===== src/alu_pkg.sv =====
package alu_pkg;
   localparam int DATA_W = 8;
   localparam int ADDR_W = 12;
   localparam int BANK_W = 4;
   localparam int OPC_W = 16;
   // opcode patterns, upper bits compared
   localparam logic [7:0] OPC_ADD_LIT = 8'h0f;
   localparam logic [7:0] OPC_AND_LIT = 8'h0b;
   localparam logic [5:0] OPC_ADD_FILE = 6'h09;
   localparam logic [5:0] OPC_ADC_FILE = 6'h08;
   localparam logic [5:0] OPC_AND_FILE = 6'h05;
   // field positions
   localparam int DEST_BIT = 9;
   localparam int ACCESS_BIT = 8;
   // access bank split: low half maps to bank 0, high half to bank 0xf
   localparam logic [DATA_W-1:0] ACCESS_SPLIT = 8'h80;
   localparam logic [BANK_W-1:0] ACCESS_HIGH_BANK = 4'hf;
   localparam logic [BANK_W-1:0] ACCESS_LOW_BANK = 4'h0;
   // reset values
   localparam logic [DATA_W-1:0] ACC_RESET = 8'h00;
   localparam logic [4:0] FLAGS_RESET = 5'h00;
   // flag positions in the status vector
   localparam int FLAG_C = 0;
   localparam int FLAG_HALF = 1;
   localparam int FLAG_Z = 2;
   localparam int FLAG_WRAP = 3;
   localparam int FLAG_N = 4;
   typedef enum logic [3:0] {
      PH_DECODE  = 4'b0001,
      PH_READ    = 4'b0010,
      PH_PROCESS = 4'b0100,
      PH_WRITE   = 4'b1000
   } phase_t;
   typedef enum logic [2:0] {
      OP_NONE, OP_ADD_LIT, OP_AND_LIT, OP_ADD_FILE, OP_ADC_FILE, OP_AND_FILE
   } op_t;
endpackage


===== src/add_and_instruction_datapath.sv =====
// Functional notes
// - add-literal adds the opcode low byte to the accumulator, result to accumulator
// - pattern 0010 01da decodes as accumulator plus addressed memory byte
// - pattern 0010 00da adds accumulator, memory byte and current carry
// - pattern 0000 1011 ANDs accumulator with literal into accumulator
// - pattern 0001 01da ANDs accumulator with addressed memory byte
// - destination bit 0 writes accumulator, 1 writes the memory byte
// - register destination overwrites the addressed memory byte with the result
// - access bit 0 uses access bank, 1 uses the bank select register
// - add-with-carry consumes carry then sets carry from the new sum
`timescale 1ns/10ps
`default_nettype none
module add_and_instruction_datapath
   import alu_pkg::*;
(
   // clock and reset
   input  wire logic                   clk,
   input  wire logic                   arst_n,
   // instruction
   input  wire logic                   instrValid,
   input  wire logic [alu_pkg::OPC_W-1:0] opcode,
   output logic                        instrReady,
   output logic                        instrDone,
   output logic                        illegalOp,
   // bank select from the register file
   input  wire logic [alu_pkg::BANK_W-1:0] bank_select_reg,
   // data memory port
   output logic      [alu_pkg::ADDR_W-1:0] memAddr,
   output logic                        memRead,
   input  wire logic [alu_pkg::DATA_W-1:0] memRdata,
   output logic                        memWrite,
   output logic      [alu_pkg::DATA_W-1:0] memWdata,
   // architectural state
   output logic      [alu_pkg::DATA_W-1:0] working_accumulator,
   output logic                        carryFlag,
   output logic                        half_carry_flag,
   output logic                        zeroFlag,
   output logic                        signed_wrap_flag,
   output logic                        negativeFlag
);
   import alu_pkg::*;

   function automatic op_t decodeOp(input logic [OPC_W-1:0] w);
      op_t r;
      r = OP_NONE;
      // literal patterns first: their whole top byte is fixed
      if (w[15:8] == OPC_ADD_LIT) r = OP_ADD_LIT;
      else if (w[15:8] == OPC_AND_LIT) r = OP_AND_LIT;
      else if (w[15:10] == OPC_ADD_FILE) r = OP_ADD_FILE;
      else if (w[15:10] == OPC_ADC_FILE) r = OP_ADC_FILE;
      else if (w[15:10] == OPC_AND_FILE) r = OP_AND_FILE;
      return r;
   endfunction

   function automatic logic isFileOp(input op_t o);
      return (o == OP_ADD_FILE) || (o == OP_ADC_FILE) || (o == OP_AND_FILE);
   endfunction

   phase_t phase, next_phase;
   op_t op, next_op;
   logic [DATA_W-1:0] literal, next_literal;
   logic dest, next_dest;
   logic [ADDR_W-1:0] addr, next_addr;
   logic [DATA_W-1:0] operand, next_operand;
   logic [DATA_W-1:0] result, next_result;
   logic [4:0] flags, next_flags;
   logic [DATA_W-1:0] next_acc;
   logic [DATA_W-1:0] next_memWdata;
   logic next_illegal;

   logic [DATA_W-1:0] addSum;
   logic addC;
   logic addHalf;
   logic addWrap;
   logic [DATA_W-1:0] andResult;
   logic useCarry;

   // carry enters only for add-with-carry
   assign useCarry = (op == OP_ADC_FILE) && flags[FLAG_C];

   // one shared adder serves all three add instructions
   alu_adder u_adder (
      .opA        (working_accumulator),
      .opB        (operand),
      .carryIn    (useCarry),
      .sum        (addSum),
      .carryOut   (addC),
      .halfCarry  (addHalf),
      .signedWrap (addWrap)
   );

   // strobes are combinational; address and write data come from registers
   assign instrReady = (phase == PH_DECODE);
   assign instrDone = (phase == PH_WRITE);
   assign memRead = (phase == PH_READ) && isFileOp(op);
   assign memWrite = (phase == PH_WRITE) && isFileOp(op) && dest;
   assign memAddr = addr;
   // flags live in one vector so an update is a single register write
   assign carryFlag = flags[FLAG_C];
   assign half_carry_flag = flags[FLAG_HALF];
   assign zeroFlag = flags[FLAG_Z];
   assign signed_wrap_flag = flags[FLAG_WRAP];
   assign negativeFlag = flags[FLAG_N];
   assign andResult = working_accumulator & operand;

   // sequencer: phase, decoded operation and operand address
   always_comb begin
      next_phase = phase;
      next_op = op;
      next_literal = literal;
      next_dest = dest;
      next_addr = addr;
      next_illegal = illegalOp;
      unique case (phase)
         PH_DECODE: begin
            // requests are only taken here, so no queue is needed
            if (instrValid) begin
               next_op = decodeOp(opcode);
               next_illegal = (decodeOp(opcode) == OP_NONE);
               next_literal = opcode[7:0];
               next_dest = opcode[DEST_BIT];
               // access bank: low half to bank 0, high half to top bank
               if (!opcode[ACCESS_BIT]) begin
                  next_addr = {(opcode[7:0] < ACCESS_SPLIT) ? ACCESS_LOW_BANK
                               : ACCESS_HIGH_BANK, opcode[7:0]};
               end else begin
                  next_addr = {bank_select_reg, opcode[7:0]};
               end
               next_phase = PH_READ;
            end
         end
         PH_READ: next_phase = PH_PROCESS;
         PH_PROCESS: next_phase = PH_WRITE;
         PH_WRITE: next_phase = PH_DECODE;
         default: next_phase = PH_DECODE;
      endcase
   end

   always_ff @(posedge clk or negedge arst_n) begin
      if (!arst_n) begin
         phase <= PH_DECODE;
         op <= OP_NONE;
         literal <= ACC_RESET;
         dest <= 1'b0;
         addr <= '0;
         illegalOp <= 1'b0;
      end else begin
         phase <= next_phase;
         op <= next_op;
         literal <= next_literal;
         dest <= next_dest;
         addr <= next_addr;
         illegalOp <= next_illegal;
      end
   end

   // datapath: operand, result, flags and the two destinations
   always_comb begin
      next_operand = operand;
      next_result = result;
      next_flags = flags;
      next_acc = working_accumulator;
      next_memWdata = memWdata;
      unique case (phase)
         PH_DECODE: next_result = result;
         PH_READ: begin
            // literal ops take the immediate, file ops the memory byte
            next_operand = isFileOp(op) ? memRdata : literal;
         end
         PH_PROCESS: begin
            unique case (op)
               OP_ADD_LIT, OP_ADD_FILE, OP_ADC_FILE: begin
                  next_result = addSum;
                  next_flags[FLAG_C] = addC;
                  next_flags[FLAG_HALF] = addHalf;
                  next_flags[FLAG_WRAP] = addWrap;
                  next_flags[FLAG_Z] = (addSum == '0);
                  next_flags[FLAG_N] = addSum[DATA_W-1];
               end
               OP_AND_LIT, OP_AND_FILE: begin
                  next_result = andResult;
                  next_flags[FLAG_Z] = (andResult == '0);
                  next_flags[FLAG_N] = andResult[DATA_W-1];
               end
               // an unknown opcode leaves the result, the flags and the accumulator as they were
               OP_NONE: next_result = result;
               default: next_result = result;
            endcase
            // registered so the memory sees a settled byte in the write phase
            next_memWdata = next_result;
         end
         PH_WRITE: begin
            // literal ops always target the accumulator
            if (op != OP_NONE && (!isFileOp(op) || !dest)) begin
               next_acc = result;
            end
         end
         default: next_result = result;
      endcase
   end

   always_ff @(posedge clk or negedge arst_n) begin
      if (!arst_n) begin
         operand <= ACC_RESET;
         result <= ACC_RESET;
         flags <= FLAGS_RESET;
         working_accumulator <= ACC_RESET;
         memWdata <= ACC_RESET;
      end else begin
         operand <= next_operand;
         result <= next_result;
         flags <= next_flags;
         working_accumulator <= next_acc;
         memWdata <= next_memWdata;
      end
   end
endmodule
`default_nettype wire


===== src/alu_adder.sv =====
`timescale 1ns/10ps
`default_nettype none
module alu_adder
   import alu_pkg::*;
(
   // operands
   input  wire logic [DATA_W-1:0] opA,
   input  wire logic [DATA_W-1:0] opB,
   input  wire logic              carryIn,
   // results
   output logic      [DATA_W-1:0] sum,
   output logic                   carryOut,
   output logic                   halfCarry,
   output logic                   signedWrap
);
   logic [4:0] lowSum;
   logic [4:0] highSum;
   always_comb begin
      lowSum = {1'b0, opA[3:0]} + {1'b0, opB[3:0]} + {4'h0, carryIn};
      highSum = {1'b0, opA[7:4]} + {1'b0, opB[7:4]} + {4'h0, lowSum[4]};
      sum = {highSum[3:0], lowSum[3:0]};
      carryOut = highSum[4];
      halfCarry = lowSum[4];
      signedWrap = (opA[7] == opB[7]) && (sum[7] != opA[7]);
   end
endmodule
`default_nettype wire


===== config.mk =====
export PLATFORM = sky130hd
export DESIGN_NAME = add_and_instruction_datapath
export DESIGN_NICKNAME = d
export VERILOG_FILES = /design/src/alu_pkg.sv /design/src/add_and_instruction_datapath.sv /design/src/alu_adder.sv
export SDC_FILE = /design/constraint.sdc
export NUM_CORES = 1
export LEC_CHECK = 0
export ABC_CLOCK_PERIOD_IN_PS = 3100
export BUFFER_PORTS_ARGS = -buffer_cell sky130_fd_sc_hd__buf_2
export CORE_MARGIN = 3
export CORE_UTILIZATION = 47
export DETAILED_ROUTE_END_ITERATION = 16
export PLACE_DENSITY = 0.75
export SLEW_MARGIN = 25
export SYNTH_ARGS = -nofsm -noshare
export SYNTH_HDL_FRONTEND = slang
export SYNTH_HIERARCHICAL = 1
export SYNTH_SLANG_ARGS = --single-unit

===== constraint.sdc =====
create_clock -name clk -period 3.1 [get_ports clk]
set_input_delay 0.155 -clock clk [delete_from_list [all_inputs] [get_ports clk]]
set_output_delay 0.155 -clock clk [all_outputs]
set_load 0.02 [all_outputs]

==> run metrics <==
element type at the critical path start flop; post-route ant nets 0; via count 2048; Synth Register Bits 49; Rows 26; R2R setup slack 0.10 ns; outcome completed; clk_skew 0.00578 ns; Area Overhead vs Synth 23.4%; vias in the first global route 1983; Clock Root Buffer clkbuf_8; Post-synth ARST share 100%; CP Data Required Time 3.33 ns; setup TNS 0 ns; Yosys warnings 6; f_max 334 MHz; Post-DP HPWL 4150 um; count of cell types in the netlist 43; drt first pass iters 4; synth cell count leaders 48 x dfrtp_1, 34 x nand2_1, 23 x nor2_1; first-pass GRT wire length 9340 um; worst-skew pair later-pin latency 0.30 ns; R2R depth 15; n_diodes 0; EDFF count, synth 0; wire length per cell 13.9 um; minimum clock period 3.00 ns; Finished Cell Area 3230 um2; Num CTS Buffers 5; CTS tree built; initial antenna violation count 0; DRC viols 0; Final GP Congestion 0.862; largest net degree at the start of global routing 50; ys flop type dfrtp_1; clk slew on worst S/H paths 0.09 ns; CP max FO 3; crit share post-route 96.7%; crit path capture type flop; Placed Area 3030 um2; most area-consuming cells after synthesis dfrtp_1 46%, mux2i_1 6.9%, nand2_1 4.9%; final wirelength 5530 um; Die Y 80.6 um; pre-CTS setup slack 0.0587 ns; post-synth top area cell dfrtp_1; count leader, synth dfrtp_1; Synth top area share 45.9%; Port Buffers 68; worst setup margin 0.102 ns; clk sinks 49; Slew @ Worst Pin 0.635 ns; Avg Vias per Cell 5.13; Pleak 0.00162 uW; chip width 80.6 um; Max VDD drop 437 uV; Mapped Nets 294; total power draw 2440 uW; Power Density 755 nW/um2; Die ar. 6500 um2; depth of the CTS H-tree 2; Worst EP arrival 3.22 ns; reg-to-reg critical path endpoint flags[2]; Max clock buf depth 2; r2r startpoint flags[0]; # IOs 69; share of layout cells above drive strength 1 34.7%; Final Util 61.7%; register area 1230 um2; area of the multi-input gates 1330 um2; RSZ-0062 raised after global routing true; GRT Overall Usage 18.9%; Hold Path Depth 3; Max Transition Viols Final 0; Worst Path Class, Setup reg -> reg; Iter 0 DRT Violations 86; core area 5240 um2; Syn Inst Count 253; Mean Syn Cell Area 10.3 um2; worst relative slew slack 57.7%; share of the yosys chip area belonging to registers 46.9%; Hold Crit Class in -> reg; initial core utilization 50.0%; nets 369; Congestion Overflow GR 0; final hold vios 0; Netlist Area Pre-Place 2620 um2; count of final setup violators 0; hold endpoint literal[0]; Max Cap Viol 0; hold path startpoint opcode[0]; fillers 441
worst max-delay path, stage by stage (launching register included):
cell and delay [ns]:
dfrtp_1 0.40, nand2_1 0.09, nor3_2 0.04, inv_1 0.07, fa_1 0.17, inv_2 0.05, fa_2 0.36, a21o_1 0.18
a21o_1 0.18, fa_2 0.38, a21o_1 0.20, a21oi_4 0.17, xnor2_2 0.10, nor4_2 0.26, nand3b_1 0.11, a31oi_1 0.16
per-stage QoR:
step                hold WS (ns)  instances
floorplan                 -0.141        253
global placement           0.344        387
detailed placement         0.200        387
CTS                       0.0202        396
global route              0.0409        399
finish                    0.0386        399
placed cells by master (no fill, tap or decap), types with 2 or more instances in the layout:
cell type / instances
a21o_1: 4
a21oi_1: 22
a31oi_1: 3
and2_1: 9
buf_2: 67
buf_4: 9
bufinv_16: 2
clkbuf_8: 5
dfrtp_1: 48
fa_2: 3
ha_1: 6
inv_1: 9
inv_2: 2
mux2_2: 11
mux2i_1: 18
nand2_1: 34
nand2b_1: 3
nand3b_1: 3
nor2_1: 23
nor2b_1: 5
nor4_1: 2
nor4_2: 2
nor4b_2: 3
o21ai_0: 9
o22ai_1: 2
xnor2_1: 3
registers in the layout, indices dropped and copies added, names as in the netlist:
name                 cells
dest                     1
op                       3
operand                  8
result                   7
working_accumulator      8
flags                    5
memAddr                  5
literal                  7
illegalOp                1
phase                    4
final cells by class:
| class | instances | share of cell area, % |
|---|---|---|
| multi-input combinational | 184 | 41.1 |
| sequential | 49 | 38.0 |
| timing repair buffer | 77 | 12.8 |
| tap | 70 | 2.71 |
| clock buffer | 5 | 2.13 |
| clock inverter | 3 | 2.01 |
| inverter | 11 | 1.28 |
worst max path at each step:
stage / start / end / slack (ns) / cells after the start
floorplan: op[2] / flags[3] / 0.1 / 14
global placement: flags[0] / flags[3] / 0.12 / 13
detailed placement: flags[0] / flags[3] / 0.06 / 13
CTS: flags[0] / flags[3] / 0.04 / 13
global route: flags[0] / flags[2] / -0.09 / 15
finish: flags[0] / flags[2] / 0.10 / 15
layer usage:
metal | vias up | wire length, um | GRT usage, %
met2 | 58 | 2670 | 30.8
met3 | 6 | 302 | 4.26
li1 | 1023 | - | -
met5 | - | 0 | 0
met4 | 0 | 80 | 7.43
met1 | 961 | 2480 | 24.4
report_power, final:
part           internal [uW]  leakage (uW)  switching (uW)  total (uW)
clock network            320     0.0000681             208         528
logic                    345      0.000922             566         912
registers                841      0.000627             159        1000
what timing repair did:
| item | 4_1_cts | 5_1_grt |
|---|---|---|
| resized for setup | 0 | 8 |
| endpoints found under the hold margin | 48 | 0 |
| buffers inserted | 0 | 3 |
| hold buffers | 1 | 0 |
| setup endpoints to repair | 0 | 3 |
cell families after synthesis:
| logic type | share of synthesized area (%) |
|---|---|
| and+or+nand+nor | 18.0 |
| DFF | 46.9 |
| AOI/OAI and AO/OA | 10.8 |
| muxes | 13.0 |
| buffers and inverters | 3.63 |
| adders and majority gates | 5.93 |
| xor gates and xnor gates | 1.67 |
Power figures use the tool's default switching activity.
